## config.mk

```make
export PLATFORM = sky130hd
export DESIGN_NAME = cesf_regs
export DESIGN_NICKNAME = d
export VERILOG_FILES = /design/src/cesf_pkg.sv /design/src/cesf_regs.sv
export SDC_FILE = /design/constraint.sdc
export NUM_CORES = 1
export LEC_CHECK = 0
export BUFFER_PORTS_ARGS = -buffer_cell sky130_fd_sc_hd__buf_2
export CAP_MARGIN = 25
export CORE_MARGIN = 4
export CORE_UTILIZATION = 40
export DETAILED_ROUTE_END_ITERATION = 7
export SYNTH_ARGS = -nofsm -noshare
export SYNTH_HDL_FRONTEND = slang
export SYNTH_SLANG_ARGS = --single-unit
```

## constraint.sdc

```tcl
create_clock -name core_clk_i -period 1.7 [get_ports core_clk_i]
set_clock_uncertainty 0.1 [all_clocks]
set_input_delay 0.085 -clock core_clk_i [delete_from_list [all_inputs] [get_ports core_clk_i]]
set_output_delay 0.085 -clock core_clk_i [all_outputs]
set_load 0.005 [all_outputs]
```

## src/cesf_pkg.sv

```systemverilog
// Package for the error-save and feature register bank.
// Assumes a 64-bit model-specific register access port in the core clock.
package cesf_pkg;

    // ==========================================================
    // Register indices
    localparam logic [11:0] ADDR_SAVE_GPR_D = 12'h183;
    localparam logic [11:0] ADDR_SAVE_SRC_INDEX = 12'h184;
    localparam logic [11:0] ADDR_SAVE_DST_INDEX = 12'h185;
    localparam logic [11:0] ADDR_SAVE_FRAME_PTR = 12'h186;
    localparam logic [11:0] ADDR_SAVE_STACK_PTR = 12'h187;
    localparam logic [11:0] ADDR_SAVE_FLAGS = 12'h188;
    localparam logic [11:0] ADDR_SAVE_INSTR_PTR = 12'h189;
    localparam logic [11:0] ADDR_ERR_MISC_STATUS = 12'h18A;
    localparam logic [11:0] ADDR_CLOCK_MOD_CONTROL = 12'h19A;
    localparam logic [11:0] ADDR_THERMAL_IRQ_CONTROL = 12'h19B;
    localparam logic [11:0] ADDR_THERMAL_STATE = 12'h19C;
    localparam logic [11:0] ADDR_FEATURE_ENABLE = 12'h1A0;

    // ==========================================================
    // Field layout
    localparam int SAVE_COUNT = 7;
    localparam int SAVE_WIDTH = 32;
    localparam int DS_FAULT_BIT = 0;
    localparam int FAST_STRING_BIT = 0;
    localparam int FOPCODE_COMPAT_BIT = 2;
    localparam logic [63:0] FEATURE_WR_MASK = 64'h0000_0000_0000_0005;

    // ==========================================================
    // Reset values
    localparam logic [SAVE_WIDTH-1:0] SAVE_RESET = 32'h0000_0000;
    localparam logic [63:0] CLOCK_MOD_RESET = 64'h0000_0000_0000_0000;
    localparam logic [63:0] THERMAL_IRQ_RESET = 64'h0000_0000_0000_0000;
    localparam logic [63:0] THERMAL_STATE_RESET = 64'h0000_0000_0000_0000;
    localparam logic [63:0] FEATURE_RESET = 64'h0000_0000_0000_0001;

    // ==========================================================
    // Carriers
    typedef struct packed {
        logic [31:0] gpr_d;
        logic [31:0] src_index;
        logic [31:0] dst_index;
        logic [31:0] frame_ptr;
        logic [31:0] stack_ptr;
        logic [31:0] flags;
        logic [31:0] instr_ptr;
    } cesf_arch_state_s;

    typedef struct packed {
        logic rd;
        logic wr;
        logic [11:0] addr;
        logic [63:0] wdata;
    } cesf_req_s;

    // Decode an index into a save slot; returns SAVE_COUNT if none.
    function automatic logic [2:0] cesf_save_slot(input logic [11:0] a);
        logic [11:0] d;
        d = a - ADDR_SAVE_GPR_D;
        if (a >= ADDR_SAVE_GPR_D && a <= ADDR_SAVE_INSTR_PTR) begin
            return d[2:0];
        end
        return 3'(SAVE_COUNT);
    endfunction

endpackage

```

## src/cesf_regs.sv

```systemverilog
// Error-save, thermal control and feature-enable register bank.
// Assumes one register access per cycle from the core's register port,
// and architectural state presented alongside a one-cycle error pulse.
`timescale 1ns/100ps
module cesf_regs
    import cesf_pkg::*;
(
    input wire logic core_clk_i,
    input wire logic reset_n_i,
    input wire cesf_req_s req_i,
    input wire logic mc_error_i,
    input wire cesf_arch_state_s arch_state_i,
    input wire logic ds_fault_i,
    input wire logic [63:0] thermal_event_i,
    output logic [63:0] rdata_o,
    output logic ack_o,
    output logic shutdown_o,
    output logic [63:0] clock_mod_ctrl_o,
    output logic [63:0] thermal_irq_ctrl_o,
    output logic fast_string_en_o,
    output logic fopcode_compat_en_o
);

    // ==========================================================
    // State
    logic [SAVE_WIDTH-1:0] save_q [SAVE_COUNT];
    logic [SAVE_WIDTH-1:0] next_save [SAVE_COUNT];
    logic ds_fault_q;
    logic next_ds_fault;
    logic [63:0] clock_mod_q;
    logic [63:0] next_clock_mod;
    logic [63:0] thermal_irq_q;
    logic [63:0] next_thermal_irq;
    logic [63:0] thermal_state_q;
    logic [63:0] next_thermal_state;
    logic [63:0] feature_q;
    logic [63:0] next_feature;
    logic [63:0] rdata_q;
    logic [63:0] next_rdata;
    logic ack_q;
    logic [SAVE_WIDTH-1:0] arch_vec [SAVE_COUNT];
    logic [2:0] wr_slot;
    logic [2:0] rd_slot;

    // ==========================================================
    // Architectural sources in address order
    always_comb begin
        arch_vec[0] = arch_state_i.gpr_d;
        arch_vec[1] = arch_state_i.src_index;
        arch_vec[2] = arch_state_i.dst_index;
        arch_vec[3] = arch_state_i.frame_ptr;
        arch_vec[4] = arch_state_i.stack_ptr;
        arch_vec[5] = arch_state_i.flags;
        arch_vec[6] = arch_state_i.instr_ptr;
    end

    assign wr_slot = cesf_save_slot(req_i.addr);
    assign rd_slot = wr_slot;

    // ==========================================================
    // Save registers
    always_comb begin
        for (int i = 0; i < SAVE_COUNT; i++) begin
            next_save[i] = save_q[i];
            // Write data is ignored: any write clears the slot
            if (req_i.wr && wr_slot == 3'(i)) begin
                next_save[i] = SAVE_RESET;
            end
            // Error capture wins over a same-cycle clear
            if (mc_error_i) begin
                next_save[i] = arch_vec[i];
            end
        end
    end

    always_ff @(posedge core_clk_i or negedge reset_n_i) begin
        if (!reset_n_i) begin
            for (int i = 0; i < SAVE_COUNT; i++) begin
                save_q[i] <= SAVE_RESET;
            end
        end else begin
            save_q <= next_save;
        end
    end

    // ==========================================================
    // Control and status registers
    always_comb begin
        next_ds_fault = ds_fault_q;
        next_clock_mod = clock_mod_q;
        next_thermal_irq = thermal_irq_q;
        next_thermal_state = thermal_state_q | thermal_event_i;
        next_feature = feature_q;
        if (req_i.wr) begin
            case (req_i.addr)
                ADDR_ERR_MISC_STATUS: begin
                    next_ds_fault = req_i.wdata[DS_FAULT_BIT];
                end
                ADDR_CLOCK_MOD_CONTROL: begin
                    next_clock_mod = req_i.wdata;
                end
                ADDR_THERMAL_IRQ_CONTROL: begin
                    next_thermal_irq = req_i.wdata;
                end
                ADDR_THERMAL_STATE: begin
                    // New events still land over a software write
                    next_thermal_state = req_i.wdata | thermal_event_i;
                end
                ADDR_FEATURE_ENABLE: begin
                    next_feature = req_i.wdata & FEATURE_WR_MASK;
                end
                default: begin
                end
            endcase
        end
        // Set beats a same-cycle clear
        if (ds_fault_i) begin
            next_ds_fault = 1'b1;
        end
    end

    always_ff @(posedge core_clk_i or negedge reset_n_i) begin
        if (!reset_n_i) begin
            ds_fault_q <= 1'b0;
            clock_mod_q <= CLOCK_MOD_RESET;
            thermal_irq_q <= THERMAL_IRQ_RESET;
            thermal_state_q <= THERMAL_STATE_RESET;
            feature_q <= FEATURE_RESET;
        end else begin
            ds_fault_q <= next_ds_fault;
            clock_mod_q <= next_clock_mod;
            thermal_irq_q <= next_thermal_irq;
            thermal_state_q <= next_thermal_state;
            feature_q <= next_feature;
        end
    end

    // ==========================================================
    // Read path, one cycle after the request
    always_comb begin
        next_rdata = 64'h0000_0000_0000_0000;
        if (req_i.rd) begin
            if (rd_slot != 3'(SAVE_COUNT)) begin
                next_rdata = {32'h0000_0000, save_q[rd_slot]};
            end else begin
                case (req_i.addr)
                    ADDR_ERR_MISC_STATUS: begin
                        next_rdata = {63'h0, ds_fault_q};
                    end
                    ADDR_CLOCK_MOD_CONTROL: begin
                        next_rdata = clock_mod_q;
                    end
                    ADDR_THERMAL_IRQ_CONTROL: begin
                        next_rdata = thermal_irq_q;
                    end
                    ADDR_THERMAL_STATE: begin
                        next_rdata = thermal_state_q;
                    end
                    ADDR_FEATURE_ENABLE: begin
                        next_rdata = feature_q;
                    end
                    default: begin
                    end
                endcase
            end
        end
    end

    always_ff @(posedge core_clk_i or negedge reset_n_i) begin
        if (!reset_n_i) begin
            rdata_q <= 64'h0000_0000_0000_0000;
            ack_q <= 1'b0;
        end else begin
            rdata_q <= next_rdata;
            ack_q <= req_i.rd | req_i.wr;
        end
    end

    // ==========================================================
    // Outputs
    assign rdata_o = rdata_q;
    assign ack_o = ack_q;
    assign shutdown_o = ds_fault_q;
    assign clock_mod_ctrl_o = clock_mod_q;
    assign thermal_irq_ctrl_o = thermal_irq_q;
    assign fast_string_en_o = feature_q[FAST_STRING_BIT];
    assign fopcode_compat_en_o = feature_q[FOPCODE_COMPAT_BIT];

endmodule
```

==> metrics.md <==
| Metric | Value |
|---|---|
| # IOs | 566 |
| Finished Cell Area | 32,800 µm² |
| Post-DRT Antenna Nets | 0 |
| Die width | 241 µm |
| CP arrival | 2.05 ns |
| Cells after Synth | 1,811 |
| DRC | 0 |
| Via count | 19,400 |
| Detailed Routing Iterations Pass 1 | 8 |
| # setup viols final | 1 |
| Crit-path max cell delay | 0.52 ns |
| Setup ws final | -0.00792 ns |
| Hold WC Path Type | input port to flip-flop |
| Slew Viols, Final | 0 |
| Worst hold path endpoint | shutdown_o |
| Clock sinks | 484 |
| GR Util All Layers | 0.285 |
| CTS clock-pin slew for the worst setup and hold paths | 0.06 ns |
| Longest Clk Path Bufs | 3 |
| Row Count | 85 |
| CTS buffer count | 54 |
| Hold Vio Cnt, Final | 0 |
| Critical path class | flip-flop to flip-flop |
| Critical Path Source Type | flip-flop |
| Layout area overhead | 50.5% |
| CTS tree | done |
| Die area | 58,300 µm² |
| Drt wl/cell | 23.9 µm |
| Worst IR Drop VDD | 0.756 mV |
| Fraction of layout cells with a size suffix above 1 | 0.357 |
| Initial core utilization | 0.404 |
| Min-delay src | req_i[67] |
| M1 WL | 33,900 µm |
| Ys Warns | 0 |
| Met3 WL | 6290 µm |
| Drt total wl | 85,700 µm |
| Setup bufs post-CTS | 0 |
| DR vias/cell | 5.40 |
| Pre-CTS setup slack | -0.763 ns |
| Worst hold path cell count | 6 |
| Synth unique cells | 50 |
| Vias in the first global route | 20,700 |
| Max_cap viols | 0 |
| Flops & latches, synth | 484 |
| Grt ovf | 0 |
| Fmax | 586 MHz |
| Skew-Pair Late Insertion Delay | 0.59 ns |
| Tcrit/Tclk final | 1.00 |
| RSZ-0062 raised after global routing | false |
| Mean area per synthesized cell | 12.0 µm² |
| CP max-delay cell | a211oi_1 |
| Worst-Margin Slew | 0.863 ns |
| Nets | 3,219 |
| Synth Net Count | 2,185 |
| Worst Reg2Reg Path Length in Cells | 3 |
| Chip height | 241 µm |
| Worst-path cell chain | mux4_2 > a211oi_1 > a21oi_2 |
| Critical R2R Capture | rdata_o[27] |
| Static Leak | 16.0 nW |
| Req. time, crit path | 2.05 ns |
| Fraction of registers with async set/reset | 1.00 |
| Met2 WL | 42,000 µm |
| Main synth FF type | dfrtp_1 |
| Post-synthesis instance area | 21,800 µm² |
| First-pass GRT wire length | 127,000 µm |
| Reg2reg setup slack | -0.008 ns |
| Slew HR | 0.424 |
| Initial DRC count | 1,475 |
| Post-layout min period | 1.71 ns |
| Number of flops mapped to enable cells by yosys | 0 |
| Largest net degree at the start of global routing | 62 |
| CP max FO | 2 |
| Placed inst area | 26,900 µm² |
| R2R Path Start | save_q[123] |
| Failing checks | setup timing |
| H-tree depth | 2 |
| Initial antenna violation count | 10 |
| Post-DP HPWL | 58,500 µm |
| Pwr dens | 855 nW/µm² |
| CTS root buf | clkbuf_16 |
| Post-synthesis sequential area ratio | 0.556 |
| Commonest non-fill, non-tap cells in the layout | buf_2, dfrtp_1, dlygate4sd3_1 |
| DR top layer | met5 |
| Placer congestion estimate | 0.883 |
| IO Port Bufs | 565 |
| Crit end category | flip-flop |
| Most common cell after layout, fill and taps aside | buf_2 |
| Hold Slack | 0.0484 ns |
| Core ar. | 53,900 µm² |
| Status | finished with violations |
==> through the flow <==
step | setup TNS [ns] | total power, mW | std cells | utilization
2_1_floorplan | -9.90 | 13.9 | 1811 | -
3_3_place_gp | -155.95 | 15.5 | 3084 | 0.499
3_5_place_dp | -165.81 | 15.6 | 3084 | 0.499
4_1_cts | 0 | 28.1 | 3581 | 0.607
5_1_grt | 0 | 29.1 | 3586 | 0.608
6_report | -0.00792 | 28.0 | 3587 | 0.608
==> timing repair <==
item | CTS | global route
resized for setup | 8 | 5
setup endpoints to repair | 8 | 5
hold endpoints to repair | 904 | 0
hold buffers | 401 | 0
==> kinds of logic after synthesis <==
logic type | after synthesis | synth area share
AO/OA/AOI/OAI | 203 | 0.0771
XOR/XNOR | 2 | 0.000804
adder cells (fa/ha/maj) | 4 | 0.00230
buffers and inverters | 141 | 0.0286
flip-flops | 484 | 0.556
multiplexers | 420 | 0.219
AND/OR/NAND/NOR | 557 | 0.116
==> synth_stat cells, types with 4 or more instances <==
cell type / count / share of area
nor4_4: 4 / 0.0039
nor2_1: 292 / 0.050
nand2_1: 164 / 0.028
mux2_1: 9 / 0.0047
mux2i_1: 258 / 0.12
a21oi_2: 31 / 0.012
buf_2: 51 / 0.012
o2bb2ai_1: 30 / 0.012
a22oi_1: 31 / 0.011
inv_1: 4 / 0.00069
dfrtp_1: 483 / 0.55
mux4_2: 32 / 0.033
a211oi_1: 65 / 0.022
clkbuf_1: 77 / 0.013
buf_6: 4 / 0.0021
a222oi_1: 32 / 0.015
buf_1: 5 / 0.00086
nand3b_1: 71 / 0.024
mux2_2: 121 / 0.063
a21oi_1: 4 / 0.00092
ha_1: 4 / 0.0023
==> per-layer routing <==
| metal | track usage | vias to the layer above |
|---|---|---|
| met4 | 0.107 | 6 |
| li1 | - | 8524 |
| met5 | 0 | - |
| met2 | 0.482 | 945 |
| met3 | 0.0562 | 218 |
| met1 | 0.365 | 9675 |
==> worst max path at each step <==
| stage | start | slack, ns | to | cells past startpoint |
|---|---|---|---|---|
| 6_report | save_q[123] | -0.008 | rdata_o[27] | 3 |
| 5_1_grt | req_i[64] | 0.02 | rdata_o[0] | 9 |
| 3_3_place_gp | req_i[65] | -0.76 | rdata_o[14] | 7 |
| 4_1_cts | save_q[140] | 0.009 | rdata_o[12] | 3 |
| 2_1_floorplan | req_i[65] | -0.13 | rdata_o[12] | 7 |
| 3_5_place_dp | req_i[65] | -0.76 | rdata_o[1] | 7 |
==> critical path, delay by kind of cell (launching register included) <==
family | cells | cell delay (ns)
AOI/OAI and AO/OA | 2 | 0.58
DFF | 1 | 0.41
muxes | 1 | 0.47
==> cell type report <==
cell class / instances / area [µm²]
well taps: 696 / 871
diodes: 6 / 15.0
flip-flops and latches: 484 / 12100
inverters: 4 / 31.3
repair buffers: 1115 / 8540
multi-input cells: 1186 / 9450
clock inverters: 18 / 210
clock buffers: 78 / 1550
fillers: 4228 / 21100
==> report_power, final <==
group	total (mW)	switching, mW	leakage, nW	internal [mW]
Clock	11.7	4.81	0.865	6.93
Sequential	12.4	0.346	5.90	12.1
Combinational	3.86	1.80	9.24	2.06
Total	28.0	6.96	16.0	21.1
==> sequential cells by signal, indices dropped and copies added (netlist names) <==
register	flops
rdata_o	64
clock_mod_ctrl_o	64
thermal_state_q	64
feature_q	2
save_q	224
ack_o	1
shutdown_o	1
thermal_irq_ctrl_o	64
No activity file was read; power rests on OpenSTA's default activity.
